$ cat config.mk
export PLATFORM = sky130hd
export DESIGN_NAME = pcs_top
export DESIGN_NICKNAME = d
export VERILOG_FILES = /design/src/logic/pcs_srcsw.v /design/src/logic/pcs_top.v
export VERILOG_INCLUDE_DIRS = /design/src /design/src/logic
export SDC_FILE = /design/constraint.sdc
export NUM_CORES = 1
export LEC_CHECK = 0
export BUFFER_PORTS_ARGS = -buffer_cell sky130_fd_sc_hd__buf_2
export CORE_UTILIZATION = 50
export DETAILED_ROUTE_END_ITERATION = 6
export PLACE_DENSITY = 0.72
export SETUP_SLACK_MARGIN = 0.2
export SYNTH_ARGS = -nofsm -noshare
export SYNTH_HDL_FRONTEND = slang
export SYNTH_SLANG_ARGS = --single-unit
$ cat constraint.sdc
create_clock -name CLK -period 2.1 [get_ports CLK]
set_clock_uncertainty 0.15 [all_clocks]
set_input_delay 0.315 -clock CLK [delete_from_list [all_inputs] [get_ports CLK]]
set_output_delay 0.315 -clock CLK [all_outputs]
set_load 0.01 [all_outputs]
$ cat src/logic/pcs_map.vh
// register offsets, field positions, reset values and timing counts
`ifndef PCS_MAP_VH
`define PCS_MAP_VH

// special-function register offsets
`define PCS_SLEEP_CYCLE_COUNT_ADDR   8'hC4
`define PCS_WAKE_CYCLE_COUNT_ADDR    8'hC5
`define PCS_PLL_SETUP_BYTE0_ADDR     8'hD8
`define PCS_PLL_SETUP_BYTE1_ADDR     8'hD9
`define PCS_PLL_SETUP_BYTE2_ADDR     8'hDA
`define PCS_PLL_SETUP_BYTE3_ADDR     8'hDB
`define PCS_PLL_SETUP_COMMIT_ADDR    8'hDD
`define PCS_CLOCK_STATUS_ADDR        8'hDE

// reset values
`define PCS_SLEEP_CYCLE_COUNT_RST    8'h00
`define PCS_WAKE_CYCLE_COUNT_RST     8'h00
`define PCS_PLL_BYTE_RST             8'h00

// field positions inside the 40-bit setup word
`define PCS_MULT_LSB                 0
`define PCS_MULT_MSB                 11
`define PCS_LOCK_RANGE_ONE_LSB       12
`define PCS_LOCK_RANGE_ONE_MSB       15
`define PCS_SRC_SEL_LSB              16
`define PCS_SRC_SEL_MSB              18
`define PCS_DIV_BYPASS_BIT           23
`define PCS_REF_DIV_LSB              32
`define PCS_REF_DIV_MSB              33
// wake setup field inside byte 3
`define PCS_WAKE_SETUP_LSB           3
`define PCS_WAKE_SETUP_MSB           6

// system clock source codes
`define PCS_SRC_OSC                  3'h0
`define PCS_SRC_EXT                  3'h1
`define PCS_SRC_PLL                  3'h2
`define PCS_SRC_OSC_DIV8             3'h3
`define PCS_SRC_OSC_DIV16            3'h4
`define PCS_SRC_OSC_DIV32            3'h5
`define PCS_SRC_OSC_DIV64            3'h6
`define PCS_SRC_OSC_DIV256           3'h7

// sleep length is the register value shifted left by this
`define PCS_SLEEP_SHIFT              4

// dead time between dropping one source and enabling the next
`define PCS_SWITCH_GAP_NS            32
`define PCS_CLK_PERIOD_NS            8
`define PCS_SWITCH_GAP_CYCLES \
    ((`PCS_SWITCH_GAP_NS + `PCS_CLK_PERIOD_NS - 1) / `PCS_CLK_PERIOD_NS)

`endif

$ cat src/logic/pcs_srcsw.v
// break-before-make switch of the system clock source enables
`timescale 1ns/1ns
`include "pcs_map.vh"
module pcs_srcsw (
    // clock and reset
    input  wire       clk,
    input  wire       rst,
    // requested source code
    input  wire [2:0] req_src,
    // source enables and state
    output reg  [2:0] src_en,
    output reg  [8:0] osc_div,
    output wire       switching
);

    // the gap count is worked out as an integer, then cut to the counter
    localparam integer GAP_N = `PCS_SWITCH_GAP_CYCLES;
    localparam [7:0]   GAP   = GAP_N[7:0];

    reg [2:0] cur_q;
    reg [7:0] gap_q;
    reg       busy_q;

    assign switching = busy_q;

    // the old enable falls first, the new one rises only after the gap,
    // so the downstream gate never sees two clocks at once
    always @(posedge clk) begin
        if (rst) begin
            cur_q   <= `PCS_SRC_OSC;
            gap_q   <= 8'h00;
            busy_q  <= 1'b0;
            src_en  <= 3'b001;
            osc_div <= 9'h001;
        end else if (!busy_q && req_src != cur_q) begin
            src_en <= 3'b000;
            busy_q <= 1'b1;
            gap_q  <= GAP;
        end else if (busy_q) begin
            if (gap_q > 8'h01) begin
                gap_q <= gap_q - 8'h01;
            end else begin
                busy_q <= 1'b0;
                cur_q  <= req_src;
                case (req_src)
                    `PCS_SRC_EXT: begin
                        src_en  <= 3'b010;
                        osc_div <= 9'h001;
                    end
                    `PCS_SRC_PLL: begin
                        src_en  <= 3'b100;
                        osc_div <= 9'h001;
                    end
                    `PCS_SRC_OSC_DIV8: begin
                        src_en  <= 3'b001;
                        osc_div <= 9'h008;
                    end
                    `PCS_SRC_OSC_DIV16: begin
                        src_en  <= 3'b001;
                        osc_div <= 9'h010;
                    end
                    `PCS_SRC_OSC_DIV32: begin
                        src_en  <= 3'b001;
                        osc_div <= 9'h020;
                    end
                    `PCS_SRC_OSC_DIV64: begin
                        src_en  <= 3'b001;
                        osc_div <= 9'h040;
                    end
                    `PCS_SRC_OSC_DIV256: begin
                        src_en  <= 3'b001;
                        osc_div <= 9'h100;
                    end
                    default: begin
                        src_en  <= 3'b001;
                        osc_div <= 9'h001;
                    end
                endcase
            end
        end
    end

endmodule // pcs_srcsw

$ cat src/logic/pcs_top.v
// clock source, pll setup commit, boot clock and program memory sleep
`timescale 1ns/1ns
`include "pcs_map.vh"
module pcs_top #(
    parameter PROG_WORDS = 4096,
    parameter AW         = 12,
    parameter DW         = 8
) (
    // clock and reset
    input  wire          CLK,
    input  wire          RST,
    // special-function register port
    input  wire [7:0]    SFR_ADDR,
    input  wire [7:0]    SFR_WDATA,
    input  wire          SFR_WR,
    input  wire          SFR_RD,
    output reg  [7:0]    SFR_RDATA,
    // boot strap pin
    input  wire          BOOT_CLOCK_STRAP_PIN,
    // clock generator controls
    output wire [2:0]    SRC_EN,
    output wire [8:0]    OSC_DIV,
    output wire          SRC_SWITCHING,
    output wire          REF_IS_EXT,
    output wire [11:0]   PLL_MULTIPLIER,
    output wire [9:0]    PLL_REF_DIVISOR,
    output wire [3:0]    LOCK_RANGE_ONE,
    output wire          CORE_CLK_SAME_AS_SYS,
    // boot copy
    output reg  [AW-1:0] NVM_ADDR,
    input  wire [DW-1:0] NVM_RDATA,
    output reg  [AW-1:0] RAM_ADDR,
    output reg  [DW-1:0] RAM_WDATA,
    output reg           RAM_WE,
    output wire          RESET_PIN_O,
    output wire          RESET_PIN_OE,
    output wire          BOOT_ACTIVE,
    // program memory and core
    output wire          PROG_MEM_EN,
    output wire          CORE_STALL
);

    localparam [1:0] SL_SLEEP = 2'h0;
    localparam [1:0] SL_SETUP = 2'h1;
    localparam [1:0] SL_RUN   = 2'h2;

    localparam [1:0] BT_STRAP = 2'h0;
    localparam [1:0] BT_COPY  = 2'h1;
    localparam [1:0] BT_LAST  = 2'h2;
    localparam [1:0] BT_DONE  = 2'h3;

    reg [7:0]  sleep_cycle_count_q;
    reg [7:0]  wake_cycle_count_q;
    reg [7:0]  pll_setup_byte0_q;
    reg [7:0]  pll_setup_byte1_q;
    reg [7:0]  pll_setup_byte2_q;
    reg [7:0]  pll_setup_byte3_q;
    reg [7:0]  pll_setup_commit_byte_q;
    reg [39:0] active_q;
    reg        committed_q;
    reg        strap_s1_q;
    reg        strap_s2_q;
    reg        strap_q;
    reg [1:0]  boot_q;
    reg [1:0]  slp_q;
    reg [11:0] slp_cnt_q;
    reg        sleep_kick;
    wire       wr_commit;
    wire [2:0] req_src;
    wire [2:0] src_field;
    wire [1:0] ref_div;
    wire [3:0] wake_setup;

    assign wr_commit  = SFR_WR && SFR_ADDR == `PCS_PLL_SETUP_COMMIT_ADDR;
    assign wake_setup = pll_setup_byte3_q[`PCS_WAKE_SETUP_MSB:
                                          `PCS_WAKE_SETUP_LSB];

    // register writes; the sleep and wake counts and the byte 3 wake-setup bits
    // act at once, the other setup bits wait in the shadow bytes for the commit
    always @(posedge CLK) begin
        if (RST) begin
            sleep_cycle_count_q     <= `PCS_SLEEP_CYCLE_COUNT_RST;
            wake_cycle_count_q      <= `PCS_WAKE_CYCLE_COUNT_RST;
            pll_setup_byte0_q       <= `PCS_PLL_BYTE_RST;
            pll_setup_byte1_q       <= `PCS_PLL_BYTE_RST;
            pll_setup_byte2_q       <= `PCS_PLL_BYTE_RST;
            pll_setup_byte3_q       <= `PCS_PLL_BYTE_RST;
            pll_setup_commit_byte_q <= `PCS_PLL_BYTE_RST;
        end else if (SFR_WR) begin
            case (SFR_ADDR)
                `PCS_SLEEP_CYCLE_COUNT_ADDR:
                    sleep_cycle_count_q <= SFR_WDATA;
                `PCS_WAKE_CYCLE_COUNT_ADDR:
                    wake_cycle_count_q <= SFR_WDATA;
                `PCS_PLL_SETUP_BYTE0_ADDR:
                    pll_setup_byte0_q <= SFR_WDATA;
                `PCS_PLL_SETUP_BYTE1_ADDR:
                    pll_setup_byte1_q <= SFR_WDATA;
                `PCS_PLL_SETUP_BYTE2_ADDR:
                    pll_setup_byte2_q <= SFR_WDATA;
                `PCS_PLL_SETUP_BYTE3_ADDR:
                    pll_setup_byte3_q <= SFR_WDATA;
                `PCS_PLL_SETUP_COMMIT_ADDR:
                    pll_setup_commit_byte_q <= SFR_WDATA;
                default: ;
            endcase
        end
    end

    // all forty bits move together; the commit byte comes from the bus
    // in the same cycle, the lower bytes from earlier writes
    always @(posedge CLK) begin
        if (RST) begin
            active_q    <= 40'h00_0000_0000;
            committed_q <= 1'b0;
        end else if (wr_commit) begin
            active_q    <= {SFR_WDATA, pll_setup_byte3_q,
                            pll_setup_byte2_q, pll_setup_byte1_q,
                            pll_setup_byte0_q};
            committed_q <= 1'b1;
        end
    end

    // register reads, one cycle after the strobe
    always @(posedge CLK) begin
        if (RST) begin
            SFR_RDATA <= 8'h00;
        end else if (SFR_RD) begin
            case (SFR_ADDR)
                `PCS_SLEEP_CYCLE_COUNT_ADDR:
                    SFR_RDATA <= sleep_cycle_count_q;
                `PCS_WAKE_CYCLE_COUNT_ADDR:
                    SFR_RDATA <= wake_cycle_count_q;
                `PCS_PLL_SETUP_BYTE0_ADDR:
                    SFR_RDATA <= pll_setup_byte0_q;
                `PCS_PLL_SETUP_BYTE1_ADDR:
                    SFR_RDATA <= pll_setup_byte1_q;
                `PCS_PLL_SETUP_BYTE2_ADDR:
                    SFR_RDATA <= pll_setup_byte2_q;
                `PCS_PLL_SETUP_BYTE3_ADDR:
                    SFR_RDATA <= pll_setup_byte3_q;
                `PCS_PLL_SETUP_COMMIT_ADDR:
                    SFR_RDATA <= pll_setup_commit_byte_q;
                `PCS_CLOCK_STATUS_ADDR:
                    SFR_RDATA <= {1'b0, committed_q, SRC_SWITCHING,
                                  BOOT_ACTIVE, strap_q, PROG_MEM_EN,
                                  slp_q};
                default:
                    SFR_RDATA <= 8'h00;
            endcase
        end
    end

    // strap pin crosses in through two flops before anything reads it;
    // they run through reset, so the pin is settled when reset lifts
    always @(posedge CLK) begin
        strap_s1_q <= BOOT_CLOCK_STRAP_PIN;
        strap_s2_q <= strap_s1_q;
    end

    // boot sequence: catch the strap once after release, copy the
    // engine program, then let the user program start
    always @(posedge CLK) begin
        if (RST) begin
            boot_q    <= BT_STRAP;
            strap_q   <= 1'b0;
            NVM_ADDR  <= {AW{1'b0}};
            RAM_ADDR  <= {AW{1'b0}};
            RAM_WDATA <= {DW{1'b0}};
            RAM_WE    <= 1'b0;
        end else begin
            RAM_WE <= 1'b0;
            case (boot_q)
                BT_STRAP: begin
                    strap_q  <= strap_s2_q;
                    NVM_ADDR <= {AW{1'b0}};
                    boot_q   <= BT_COPY;
                end
                BT_COPY: begin
                    // nvm answers in the same cycle as the address
                    RAM_ADDR  <= NVM_ADDR;
                    RAM_WDATA <= NVM_RDATA;
                    RAM_WE    <= 1'b1;
                    if (NVM_ADDR == PROG_WORDS[AW-1:0] - 1'b1) begin
                        boot_q <= BT_LAST;
                    end else begin
                        NVM_ADDR <= NVM_ADDR + 1'b1;
                    end
                end
                BT_LAST: begin
                    boot_q <= BT_DONE;
                end
                default: begin
                    boot_q <= BT_DONE;
                end
            endcase
        end
    end

    assign BOOT_ACTIVE  = boot_q != BT_DONE;
    // reset pin is pulled low for the whole boot copy
    assign RESET_PIN_O  = 1'b0;
    assign RESET_PIN_OE = BOOT_ACTIVE;

    // the strap choice holds until the first commit, then the setup wins
    assign src_field = active_q[`PCS_SRC_SEL_MSB:`PCS_SRC_SEL_LSB];
    assign req_src   = committed_q ? src_field :
                       (strap_q ? `PCS_SRC_EXT : `PCS_SRC_OSC);

    // before commit the reference follows the strap, afterwards the
    // reference select bit in byte 3
    assign REF_IS_EXT = committed_q ? ~active_q[24] : strap_q;

    // engine and core clocks stay locked together until a commit
    assign CORE_CLK_SAME_AS_SYS = ~committed_q;

    // divisor seen by the pll; bypass forces one
    assign ref_div = active_q[`PCS_REF_DIV_MSB:`PCS_REF_DIV_LSB];
    assign PLL_REF_DIVISOR =
        active_q[`PCS_DIV_BYPASS_BIT] ? 10'h001 :
        (10'h200 >> ref_div);
    assign PLL_MULTIPLIER = active_q[`PCS_MULT_MSB:`PCS_MULT_LSB];
    // passed through as written; the value itself is software's job
    assign LOCK_RANGE_ONE =
        active_q[`PCS_LOCK_RANGE_ONE_MSB:`PCS_LOCK_RANGE_ONE_LSB];

    pcs_srcsw u_srcsw (
        .clk       (CLK),
        .rst       (RST),
        .req_src   (req_src),
        .src_en    (SRC_EN),
        .osc_div   (OSC_DIV),
        .switching (SRC_SWITCHING)
    );

    // a sleep-count write restarts sleep at once, whatever the state
    always @* begin
        sleep_kick = SFR_WR && SFR_ADDR == `PCS_SLEEP_CYCLE_COUNT_ADDR;
    end

    // sleep / setup / run cycle of the program memory; the counter
    // holds the cycles still to go in the current phase
    always @(posedge CLK) begin
        if (RST) begin
            slp_q     <= SL_SLEEP;
            slp_cnt_q <= 12'h000;
        end else if (sleep_kick) begin
            slp_q     <= SL_SLEEP;
            slp_cnt_q <= {SFR_WDATA, 4'h0};
        end else begin
            case (slp_q)
                SL_SLEEP: begin
                    if (slp_cnt_q > 12'h001) begin
                        slp_cnt_q <= slp_cnt_q - 12'h001;
                    end else if (wake_setup != 4'h0) begin
                        slp_q     <= SL_SETUP;
                        slp_cnt_q <= {8'h00, wake_setup};
                    end else begin
                        slp_q     <= SL_RUN;
                        slp_cnt_q <= {4'h0, wake_cycle_count_q};
                    end
                end
                SL_SETUP: begin
                    if (slp_cnt_q > 12'h001) begin
                        slp_cnt_q <= slp_cnt_q - 12'h001;
                    end else begin
                        slp_q     <= SL_RUN;
                        slp_cnt_q <= {4'h0, wake_cycle_count_q};
                    end
                end
                SL_RUN: begin
                    // zero wake count means stay awake for good
                    if (wake_cycle_count_q == 8'h00) begin
                        slp_cnt_q <= 12'h000;
                    end else if (slp_cnt_q > 12'h001) begin
                        slp_cnt_q <= slp_cnt_q - 12'h001;
                    end else begin
                        slp_q     <= SL_SLEEP;
                        slp_cnt_q <= {sleep_cycle_count_q, 4'h0};
                    end
                end
                default: begin
                    slp_q     <= SL_SLEEP;
                    slp_cnt_q <= 12'h000;
                end
            endcase
        end
    end

    // memory is powered in setup and run; the core only fetches in run
    assign PROG_MEM_EN = slp_q != SL_SLEEP;
    assign CORE_STALL  = slp_q != SL_RUN;

endmodule // pcs_top

## Word-level counts from Yosys, hierarchy flattened

Index checks and enable logic that the tools add are counted.

| storage, ports and cells | value |
|---|---|
| register bits | 175 |
| input bits | 29 |
| word-level logic and storage cells | 129 |

| cells by class | value |
|---|---|
| add/sub/neg operators | 3 |
| $lt $le $gt $ge | 2 |
| eq/ne operators | 29 |
| shift operators | 1 |
| multiplexer cells | 34 |
| bitwise operators | 4 |
| reductions and logical operators | 28 |

Operator list:

| operator | number |
|---|---|
| two-way mux 12 bit | 6 |
| == test 8 bit (second input constant) | 8 |
| one-hot mux 8 bit (8 select lines) | 1 |
| one-hot mux 9 bit (5 select lines) | 1 |
| one-hot mux 12 bit (3 select lines) | 1 |
| one-hot mux 12 bit (2 select lines) | 1 |
| AND reduction 2 bit | 12 |
| != test 2 bit (second input constant) | 8 |
| adder 12 x 1 -> 12 bit (second input constant) | 1 |
| == test 12 bit (second input constant) | 1 |
| == test 3 bit (second input constant) | 4 |
| > comparator 12 x 1 -> 1 bit (second input constant) | 1 |
| two-way mux 2 bit | 6 |
| two-way mux 3 bit | 4 |
| subtractor 12 x 1 -> 12 bit (second input constant) | 1 |
| two-way mux 10 bit | 1 |
| >> shifter 10 x 2 -> 10 bit (first input constant) | 1 |
| two-way mux 1 bit | 9 |
| > comparator 8 x 1 -> 1 bit (second input constant) | 1 |
| logical NOT 8 bit | 1 |
| two-way mux 8 bit | 1 |
| nonzero test 2 bit | 4 |
| subtractor 8 x 1 -> 8 bit (second input constant) | 1 |
| == test 3 x 2 -> 1 bit (second input constant) | 2 |
| other kinds (16) | 24 |

## Logic depth before layout (Yosys ltp)

Gate-level depths: netlist (run 1).

| logic depth | value |
|---|---|
| depth in word-level cells | 7 |
| mapped depth | 8 |
| mapped depth without buffers | 7 |

## Modules after synthesis

A second synthesis (run 1) with hierarchy kept.

| unflattened totals | value |
|---|---|
| cells, all modules | 896 |
| area, all modules | 7,475.9 µm² |

By module, submodules not included:

| module | instances | cells each | area an instance (µm²) |
|---|---|---|---|
| pcs_top | 1 | 775 | 6,454.9 |
| pcs_srcsw | 1 | 121 | 1,021.0 |

## Worst setup path after synthesis (run 1)

Ideal clock, no wire load.

| path | value |
|---|---|
| path kind | reg2reg |
| start point | register NVM_ADDR[0] |
| end point | register NVM_ADDR[1] |
| data arrival time | 1.702 ns |
| data required time | 1.833 ns |
| setup slack | 0.131 ns |
| cell stages (with the launch flop) | 6 |
| buffers on the path | 0 |
| period minus slack after synthesis | 1.969 ns |
| cell sequence | dfxtp_1 ha_1 nand4_1 nor3_2 nor3_2 a22o_1 |

| between the ends | value |
|---|---|
| cells in the longest elaborated chain, start to end | 3 |

Ends and longest elaborated chain:

| what | line | RTL |
|---|---|---|
| start: declaration | pcs_top.v:30 | `output reg [AW-1:0] NVM_ADDR,` |
| start signal: assignment | pcs_top.v:167 | `NVM_ADDR <= {AW{1'b0}};` |
| start signal: assignment | pcs_top.v:176 | `NVM_ADDR <= {AW{1'b0}};` |
| start signal: assignment | pcs_top.v:187 | `NVM_ADDR <= NVM_ADDR + 1'b1;` |
| adder 12 x 1 -> 12 bit / == test 12 bit (equally long branches) | pcs_top.v:187, pcs_top.v:184 |  |
| two-way mux 12 bit / != test 2 bit (equally long branches) | -- |  |
| one-hot mux 12 bit (2 select lines) / AND reduction 2 bit (equally long branches) | -- |  |

Parallel ways exist; a longest one is shown, timed or not. The select of a mux whose other input is x is not followed.
A chain may end at the register's enable or synchronous reset.

## Final worst setup path (run 1)

| path | value |
|---|---|
| start point | register u_srcsw.gap_q[0] |
| end point | register u_srcsw.osc_div[0] |

| between the ends | value |
|---|---|
| cells in the longest elaborated chain, start to end | 3 |

Ends and longest elaborated chain:

| what | line | RTL |
|---|---|---|
| start: declaration | pcs_srcsw.v:21 | `reg [7:0] gap_q;` |
| start signal: assignment | pcs_srcsw.v:41 | `gap_q <= gap_q - 8'h01;` |
| > comparator 8 x 1 -> 1 bit | pcs_srcsw.v:40 | `if (gap_q > 8'h01) begin` |
| NOT 1 bit (no source line) | -- |  |
| AND reduction 3 bit (no source line) | -- |  |
| end signal: assignment | pcs_srcsw.v:48 | `osc_div <= 9'h001;` |
| end signal: assignment | pcs_srcsw.v:52 | `osc_div <= 9'h001;` |
| end signal: assignment | pcs_srcsw.v:56 | `osc_div <= 9'h008;` |
| end: declaration | pcs_srcsw.v:12 | `output reg [8:0] osc_div,` |

Every way passes these cells.

==> results by group, run 1 <==
Run status
  – Status: finished, final reports clean

Synthesis
  – Largest cells by area after synthesis: dfxtp_1 (44%), nand2_1 (8.0%), mux2i_1 (6.5%)
  – Gate Count Post-Synth: about 850
  – Asr flop ratio synth: 0%
  – Synth Flop Type: dfxtp_1
  – Top cells by count, synth: dfxtp_1 (159), nand2_1 (154), nor2_1 (99)
  – Top cell type's share of synthesized area: around 44%
  – Syn_area_per_cell: 8.56 sq um
  – Yosys reg bits: approximately 160
  – Warnings, synthesis: 0
  – Synth unique cells: 72
  – Number of flops mapped to enable cells by yosys: 0
  – Seq/Total Area, Yosys: a little over two fifths
  – Post-Syn Area: 7260 sq um
  – Biggest area consumer among synthesized cells: dfxtp_1
  – Top-count cell post-synth: dfxtp_1

Cells and area
  – Layout cell share with drive strength beyond 1: between 20% and 30%
  – Area growth syn-to-layout: 23.9%
  – Nets: 1011
  – Ant. Diodes: 0
  – Post-layout util: 64.1%

Routing
  – Post-DR wirelength/cell: 16.2 um
  – DRC: 0
  – Pre-Repair DR Iteration Count: 5
  – Initial DRC count: 455
  – WL final: 19.0 mm
  – Vias per cell: between 5 and 6
  – DR vias: 6566
  – Final ANT Viol Nets: 0

Clock network
  – Clk_lat worst skew: 420 ps
  – H-tree depth: 4
  – Clock Tree Buf Depth: 2
  – Worst-path clk slew: 60 ps
  – Clock root buffer: clkbuf_16
  – Clock sinks: 159
  – Num CTS Buffers: 17
  – CTS tree: done

Timing
  – RSZ-0062 raised after global routing: yes
  – Fin. max-slew vios: 0
  – Final setup fails: 0
  – Final Hold Fails: 0
  – Fin crit share: 93.4%
  – Worst Tran Pin Value: 633 ps
  – Slew headroom: around 58%
  – Max Freq: 510 MHz
  – Tmin final: 1960 ps
  – Hold slack final: 24.6 ps
  – TNS Setup: 0 ps

Critical path
  – CP endpoint kind: flop
  – Largest fanout on the critical path: 12
  – Crit path cell chain: inv_2 > ha_4 > o21ba_2 > nand4_1 > buf_4 > buf_4 > clkbuf_16 > nor2_1 > a211o_1
  – CP Buf/Inv Count: 4
  – Crit path DAT: 2120 ps
  – Worst path most repeated cell: buf_4
  – Startpoint Class: flop
  – Top delay family on crit path: compound AO/OA/AOI/OAI gates
  – Worst path max stage delay: 380 ps
  – Critical path class: flop to flop
  – Worst Path Required: 2260 ps
  – Worst path slowest cell: dfxtp_2

Global routing
  – First-pass GRT wire length: about 30 mm
  – Largest net degree at the start of global routing: between 60 and 70
  – Gr usage total: ~26%
  – Vias in the first global route: roughly 5900
  – GRT overflow: 0
  – Antenna violations before repair: 0

Job
  – Max cap viols: 0

Floorplanning
  – Initial Util: 51.7%
  – I/O pin count: 116
  – Rows: 43
  – Die height: between 100 and 150 um
  – Total core area: about 14000 sq um
  – Die area: 15000 sq um
  – Die width: ~120 um

Placement
  – Routability Congestion: 0.870
  – Port Buf Inserts: ~110
  – Hpwl dp: 13.1 mm

Pwr
  – Worst VDD drop: approximately 620 uV
  – PwrDens: 871 nW/um^2
  – Pleak: roughly 0.0037 uW

Hold path
  – Worst Hold Class: input pin to flop
## what timing repair did
action | in CTS | in global routing
hold endpoints to repair | 8 | 0
pin swaps | 0 | 8
gates resized for setup | 2 | 40
setup buffers | 3 | 10
hold buffers | 8 | 0
setup endpoints to repair | 14 | 39
gates cloned | 0 | 2
## cells in the final DEF (no fill, tap or decap), types with 12 or more instances in the layout
master     instances
nand3_1           12
nand2_1          154
nor2_1            95
buf_4             56
clkbuf_16         19
a21oi_1           85
buf_2            105
dfxtp_1          151
o21ai_1           17
mux2i_1           47
## metal layers
metal / global-route usage (%) / share of wire, %
met2: 41.6 / 48
met1: 33.6 / 45
met3: 5.39 / 6.0
met5: 0 / 0
met4: 7.93 / 1.4
## cells by family (layout without fill, tap and decap cells)
family	after synthesis	after routing	synth area share (%)
other	1	9	0.0516
xor gates and xnor gates	20	20	2.52
muxes	56	56	9.27
and+or+nand+nor	341	341	21.5
buffers and inverters	88	222	6.44
DFF	159	159	43.8
AOI/OAI and AO/OA	178	178	15.5
adders and majority gates	5	5	0.861
## final timing paths
kind	from	endpoint	slack, ps	cells after the start
worst min register to register	strap_s1_q$_DFF_P_	strap_s2_q$_DFF_P_	200	0
worst max register to register	u_srcsw.gap_q[0]$_SDFFE_PP0P_	u_srcsw.osc_div[0]$_SDFFE_PP1P_	140	9
worst min-delay path	NVM_RDATA[4]	RAM_WDATA[4]$_SDFFE_PP0P_	20	3
worst max-delay path	u_srcsw.gap_q[0]$_SDFFE_PP0P_	u_srcsw.osc_div[0]$_SDFFE_PP1P_	140	9
## worst reg2reg max path: stages (launching register included)
cell and delay (ps):
dfxtp_2 380, inv_2 60, ha_4 170, o21ba_2 250, nand4_1 110, buf_4 160, buf_4 130, clkbuf_16 140
nor2_1 50, a211o_1 250
## layout make-up
class | instances | area (sq um)
fillers | 1192 | 5040
well taps | 180 | 225
clock inverters | 9 | 82.6
clock buffers | 23 | 488
flip-flops and latches | 159 | 3200
multi-input cells | 609 | 3780
repair buffers | 176 | 1170
inverters | 14 | 57.6
## power by group
part | switching [uW] | total [uW] | internal (uW)
Sequential | 155 | 3310 | 3150
Combinational | 821 | 1590 | 767
Clock | 1190 | 2950 | 1750
Total | 2170 | 7840 | 5670
## per-stage QoR
stage	instances	instance area [sq um]	power [uW]	setup WS, ps
floorplan	856	7300	4240	170
global placement	1115	8050	4660	180
detailed placement	1115	8050	4670	130
CTS	1158	8720	7640	183
global route	1170	9000	8190	94.7
finish	1170	9000	7840	138
## flip-flops by register name, indices dropped and copies added, names as in the netlist, 3 cells and up
register	flops
pll_setup_byte2_q	8
pll_setup_byte1_q	8
sleep_cycle_count_q	8
wake_cycle_count_q	8
RAM_WDATA	8
u_srcsw.src_en	3
SFR_RDATA	8
RAM_ADDR	12
u_srcsw.osc_div	6
slp_cnt_q	12
pll_setup_commit_byte_q	8
NVM_ADDR	12
u_srcsw.gap_q	8
active_q	21
pll_setup_byte3_q	8
u_srcsw.cur_q	3
pll_setup_byte0_q	8
Note: power is estimated with default switching activity, not from simulation.
==> run 2: changes to the inputs <==
Settings changed: SETUP_SLACK_MARGIN 0.2 to unset.
==> results by group, run 2 (synthesized netlist as in run 1, its figures left out) <==
Cells and area
  – Area growth syn-to-layout: 20.3%
  – Ant. Diodes: 0 (unchanged)
  – Most frequent cells in the layout: dfxtp_1 (159), nand2_1 (154), buf_2 (105)
  – Sequential Area: 3180 sq um (-0.39%)
  – Cell Count, Final, Fillers Out: 1155 (-1.3%)
  – Nets: 997 (-1.4%)
  – Number of flip-flops under the largest register name: 21 (unchanged)
  – Layout cell share with drive strength beyond 1: 21.5% (-4.3 points)
  – Area of the multi-input gates: 3650 sq um (-3.5%)
  – Post-layout util: 62.2% (-1.8 points)
  – Reg with most FFs: active_q
  – Final-layout fill cell count: 1224 (+2.7%)
  – Most common cell after layout, fill and taps aside: dfxtp_1

Floorplanning
  – Total core area: 14000 sq um (unchanged)
  – Die area: 15000 sq um (unchanged)
  – Die height: 123 um (unchanged)
  – I/O pin count: 116 (unchanged)
  – Initial Util: 51.7% (unchanged)
  – Rows: 43 (unchanged)
  – Die width: 123 um (unchanged)

Critical path
  – CP endpoint kind: flop
  – Top delay family on crit path: simple AND/OR/NAND/NOR gates
  – Worst reg2reg path startpoint: slp_cnt_q[0]$_SDFF_PP0_
  – CP startpoint: slp_cnt_q[0]$_SDFF_PP0_
  – Worst Path Required: 2260 ps (about the same)
  – Worst path slowest cell: or3b_1
  – CP Buf/Inv Count: 1 (-3)
  – Startpoint Class: flop
  – Crit path DAT: 2120 ps (about the same)
  – Crit path cell chain: inv_1 > ha_1 > or3b_1 > nor3_1 > xnor2_1 > a21o_1 > o21ai_1
  – Largest fanout on the critical path: 5 (-7)
  – Critical path class: flop to flop
  – Worst path max stage delay: 460 ps (+80 ps)

Timing
  – Slew headroom: 57.9% (about the same)
  – Tmin final: 1960 ps (-3.44 ps)
  – Final Hold Fails: 0 (unchanged)
  – Final setup fails: 0 (unchanged)
  – Worst Tran Pin Value: 632 ps (-0.664 ps)
  – Fin. max-slew vios: 0 (unchanged)
  – Hold slack final: 24.2 ps (-0.463 ps)
  – Worst setup margin: 141 ps (+3.44 ps)
  – Fin crit share: 93.3% (-0.16 points)
  – Max Freq: 511 MHz (+0.18%)
  – RSZ-0062 raised after global routing: yes

Global routing
  – GRT overflow: 0 (unchanged)
  – Met3 usage: 6.64% (+1.3 points)
  – Gr usage total: 26.7% (+1.2 points)
  – Antenna violations before repair: 0 (unchanged)
  – GR Layer Usage met1: 34.9% (+1.2 points)
  – GRT busiest layer: met2
  – First-pass GRT wire length: 30.7 mm (+3.8%)
  – Largest net degree at the start of global routing: 81 (+31%)
  – M2 GR Usage: 42.3% (+0.63 points)
  – Vias in the first global route: 6044 (+3.0%)

Routing
  – Post-DR wirelength/cell: 16.4 um (+1.2%)
  – DR vias: 6428 (-2.1%)
  – Pre-Repair DR Iteration Count: 5 (unchanged)
  – DRC: 0 (unchanged)
  – Initial DRC count: 456 (+0.22%)
  – WL final: 19.0 mm (-0.11%)
  – Vias per cell: 5.57 (-0.83%)
  – Final ANT Viol Nets: 0 (unchanged)

Placement
  – Inst Count DP: 1114 (-0.090%)
  – Placement Setup Slack: 91.1 ps (-38.7 ps)
  – Hpwl dp: 13.3 mm (+1.6%)
  – Routability Congestion: 0.851 (-2.2%)
  – Port Buf Inserts: 106 (unchanged)

Pwr
  – PwrDens: 894 nW/um^2 (+2.6%)
  – Worst VDD drop: 583 uV (-5.6%)
  – Tot Pwr: 7820 uW (-0.29%)
  – Pleak: 0.00358 uW (-3.0%)

Clock network
  – Clock sinks: 159 (unchanged)
  – Num CTS Buffers: 17 (unchanged)
  – H-tree depth: 4 (unchanged)
  – Worst-path clk slew: 60 ps (about the same)
  – Clock Tree Buf Depth: 2 (unchanged)
  – CTS tree: done
  – Clock root buffer: clkbuf_16
  – Clk_lat worst skew: 430 ps (about the same)

Job
  – Max cap viols: 0 (unchanged)

Hold path
  – Hold Crit Start: RST
  – Worst Hold Class: input pin to flop

Run status
  – Status: finished, final reports clean
-- run 2: power breakdown --
part           leakage (uW)  switching, uW  total [uW]  internal [uW]
sequential          0.00129            126        3270           3140
combinational       0.00199            747        1380            630
clock              0.000296           1260        3170           1910
-- run 2: final timing paths --
path | to | slack [ps] | cells after the start
worst max register to register | slp_cnt_q[6]$_SDFF_PP0_ | 140 | 7
worst max-delay path | slp_cnt_q[6]$_SDFF_PP0_ | 140 | 7
worst min register to register | strap_s2_q$_DFF_P_ | 190 | 0
worst min-delay path | NVM_ADDR[6]$_SDFFE_PP0P_ | 20 | 2
-- run 2: what timing repair did --
item / in CTS / in global routing
setup buffers: 0 / 1
resized for setup: 0 / 1
hold buffers: 9 / 0
endpoints found under the setup margin: 0 / 12
hold endpoints to repair: 9 / 0
-- run 2: area by class of cell --
class | instances | share of cell area [%]
clock inverter | 11 | 1.79
sequential | 159 | 36.4
multi-input combinational | 609 | 41.8
timing repair buffer | 162 | 11.7
clock buffer | 20 | 5.11
inverter | 14 | 0.601
tap | 180 | 2.58
-- run 2: per-stage QoR --
step	instance area (sq um)	setup TNS, ps
after floorplan	7290	0
after global placement	8030	0
after detailed placement	8030	0
after CTS	8730	0
after global routing	8740	-4.68
final	8740	0
-- run 2: metal layers --
metal / vias to the layer above / wire [um]
li1: 3147 / -
met1: 3009 / 8610
met2: 232 / 8760
met3: 40 / 1200
met4: 0 / 422
met5: - / 0
==> run 3: changes to the inputs <==
Settings changed: SYNTH_HIERARCHICAL set to 1.
==> results by group, run 3 <==
Routing
  – DRC: 1 (+1)
  – Final ANT Viol Nets: 0 (unchanged)
  – Post-DR wirelength/cell: 16.0 um (-2.5%)
  – Pre-Repair DR Iteration Count: 7 (+2)
  – WL final: 19.3 mm (+1.4%)
  – Initial DRC count: 512 (+12%)
  – DR vias: 6690 (+4.1%)
  – Vias per cell: 5.57 (about the same)

Cells and area
  – Most common cell after layout, fill and taps aside: dfxtp_1
  – Sequential Area: 3180 sq um (unchanged)
  – Area growth syn-to-layout: 19.5%
  – Area of the multi-input gates: 3800 sq um (+4.0%)
  – Nets: 1041 (+4.4%)
  – Number of flip-flops under the largest register name: 21 (unchanged)
  – Final-layout fill cell count: 1350 (+10%)
  – Cell Count, Final, Fillers Out: 1202 (+4.1%)
  – Ant. Diodes: 0 (unchanged)
  – Most frequent cells in the layout: dfxtp_1 (159), nand2_1 (149), buf_2 (105)
  – Layout cell share with drive strength beyond 1: 21.5% (-0.026 points)
  – Reg with most FFs: active_q

Run status
  – Status: complete, but fails checks
  – Failing checks: design-rule violations

Synthesis
  – Seq/Total Area, Yosys: 42.6% (-1.3 points)
  – Synth Flop Type: dfxtp_1
  – Syn_area_per_cell: 8.34 sq um (-2.6%)
  – Synth unique cells: 72 (unchanged)
  – Largest cells by area after synthesis: dfxtp_1 (43%), nand2_1 (7.5%), a21oi_1 (6.5%)
  – Yosys reg bits: 159 (unchanged)
  – Top cells by count, synth: dfxtp_1 (159), nand2_1 (149), a21oi_1 (97)
  – Number of flops mapped to enable cells by yosys: 0 (unchanged)
  – Top-count cell post-synth: dfxtp_1
  – Biggest area consumer among synthesized cells: dfxtp_1
  – Warnings, synthesis: 6 (+6)
  – Top cell type's share of synthesized area: 42.6% (-1.3 points)
  – Asr flop ratio synth: 0% (unchanged)
  – Post-Syn Area: 7480 sq um (+2.9%)
  – Gate Count Post-Synth: 896 (+5.7%)

Placement
  – Inst Count DP: 1161 (+4.2%)
  – Hpwl dp: 13.7 mm (+2.6%)
  – Port Buf Inserts: 106 (unchanged)
  – Routability Congestion: 0.911 (+7.0%)

Timing
  – Hold slack final: 67.1 ps (+42.9 ps)
  – Max Freq: 509 MHz (-0.35%)
  – Tmin final: 1970 ps (+6.85 ps)
  – TNS Setup: 0 ps (unchanged)
  – Worst Tran Pin Value: 651 ps (+18.9 ps)
  – Fin. max-slew vios: 0 (unchanged)
  – Final Hold Fails: 0 (unchanged)
  – Slew headroom: 56.6% (-1.3 points)
  – Fin crit share: 93.6% (+0.33 points)
  – RSZ-0062 raised after global routing: no
  – Final setup fails: 0 (unchanged)

Critical path
  – Worst Path Required: 2310 ps (+50 ps)
  – Crit path DAT: 2180 ps (+60 ps)
  – Startpoint Class: flop
  – CP endpoint kind: flop
  – Critical path class: flop to flop
  – Worst path max stage delay: 480 ps (+20 ps)
  – Largest fanout on the critical path: 5 (unchanged)
  – Crit path cell chain: inv_1 > ha_1 > nor2_1 > nor3_1 > or4_1 > a21oi_1
  – Worst path slowest cell: or4_1

Pwr
  – PwrDens: 889 nW/um^2 (-0.61%)
  – Worst VDD drop: 526 uV (-9.8%)
  – Pleak: 0.00359 uW (+0.45%)

Global routing
  – Antenna violations before repair: 0 (unchanged)
  – Largest net degree at the start of global routing: 59 (-27%)
  – GRT overflow: 0 (unchanged)
  – First-pass GRT wire length: 31.6 mm (+2.8%)
  – Gr usage total: 25.5% (-1.2 points)
  – Vias in the first global route: 6267 (+3.7%)

Floorplanning
  – Die width: 124 um (+1.4%)
  – Initial Util: 51.4% (-0.28 points)
  – I/O pin count: 116 (unchanged)
  – Die height: 124 um (+1.4%)
  – Total core area: 14500 sq um (+3.5%)
  – Die area: 15400 sq um (+2.9%)
  – Rows: 44 (+2.3%)

Clock network
  – Clk_lat worst skew: 430 ps (about the same)
  – Num CTS Buffers: 17 (unchanged)
  – Worst-path clk slew: 60 ps (about the same)
  – CTS tree: done
  – H-tree depth: 4 (unchanged)
  – Clock sinks: 159 (unchanged)
  – Clock root buffer: clkbuf_16
  – Clock Tree Buf Depth: 2 (unchanged)

Job
  – Max cap viols: 0 (unchanged)

Hold path
  – Worst Hold Class: input pin to flop
run 3: changes by cell type in the layout (fill, tap and decap cells not counted), moves of 6 or more:
cell | previous run | this run
a21oi_1 | 87 | 97
buf_4 | 44 | 55
nand3_1 | 12 | 24
nor2_1 | 98 | 77
nor3_1 | 12 | 21
nor3b_1 | 3 | 10
o21ai_0 | 5 | 22
o21ai_1 | 18 | 10
or3_1 | 2 | 8
run 3: repair_timing:
action / in CTS / in global routing
gates resized for setup: 0 / 2
hold buffers: 9 / 0
setup buffers: 0 / 2
endpoints found under the hold margin: 9 / 0
endpoints found under the setup margin: 0 / 4
run 3: worst paths after layout:
check	start	slack (ps)	depth (start not counted)	endpoint
min	SFR_RD	70	3	SFR_RDATA[7]$_SDFFE_PP0P_
max	u_srcsw/gap_q[0]$_SDFFE_PP0P_	130	6	u_srcsw/gap_q[3]$_SDFFE_PP0P_
max reg2reg	u_srcsw/gap_q[0]$_SDFFE_PP0P_	130	6	u_srcsw/gap_q[3]$_SDFFE_PP0P_
min reg2reg	strap_s1_q$_DFF_P_	180	0	strap_s2_q$_DFF_P_
run 3: area by class of cell:
| type | instances | share of cell area, % |
|---|---|---|
| Clock inverter | 9 | 1.22 |
| Inverter | 15 | 0.630 |
| Clock buffer | 21 | 5.27 |
| Multi-Input combinational cell | 642 | 42.5 |
| Tap cell | 184 | 2.58 |
| Sequential cell | 159 | 35.6 |
| Timing Repair Buffer | 172 | 12.2 |
run 3: metal layers:
layer / track usage [%] / share of wire (%) / vias up
met1: 34.4 / 46 / 3118
met4: 9.36 / 2.1 / 0
met5: 0 / 0 / -
li1: - / - / 3312
met3: 6.01 / 6.6 / 32
met2: 39.5 / 45 / 228
run 3: logic make-up after synthesis:
logic type | after synthesis | share of synthesized area, %
AOI/OAI and AO/OA | 194 | 16.0
other | 2 | 0.100
xor gates and xnor gates | 20 | 2.34
buffers and inverters | 102 | 7.06
and+or+nand+nor | 360 | 23.3
DFF | 159 | 42.6
adders and majority gates | 5 | 0.837
muxes | 54 | 7.80
run 3: through the flow:
step	instance area [sq um]	total power, uW	util (%)	setup slack [ps]
after CTS	8910	7960	61.3	52.4
after global routing	8930	8300	61.5	6.38
after floorplan	7500	4470	-	240
final	8930	7940	61.5	134
after global placement	8240	4920	56.7	116
after detailed placement	8240	4920	56.7	75.6
run 3: worst max-delay path: cells and delay by family (launching register included):
kind            cells  cell delay, ps
simple gates        3             930
flops               1             410
fa+ha+maj           1             230
compound gates      1             120
buf+inv             1              70
run 3: report_power, final:
part	switching (uW)	internal, uW	total (uW)
Clock	1210	1830	3050
Sequential	133	3140	3280
Combinational	889	731	1620
Total	2230	5710	7940
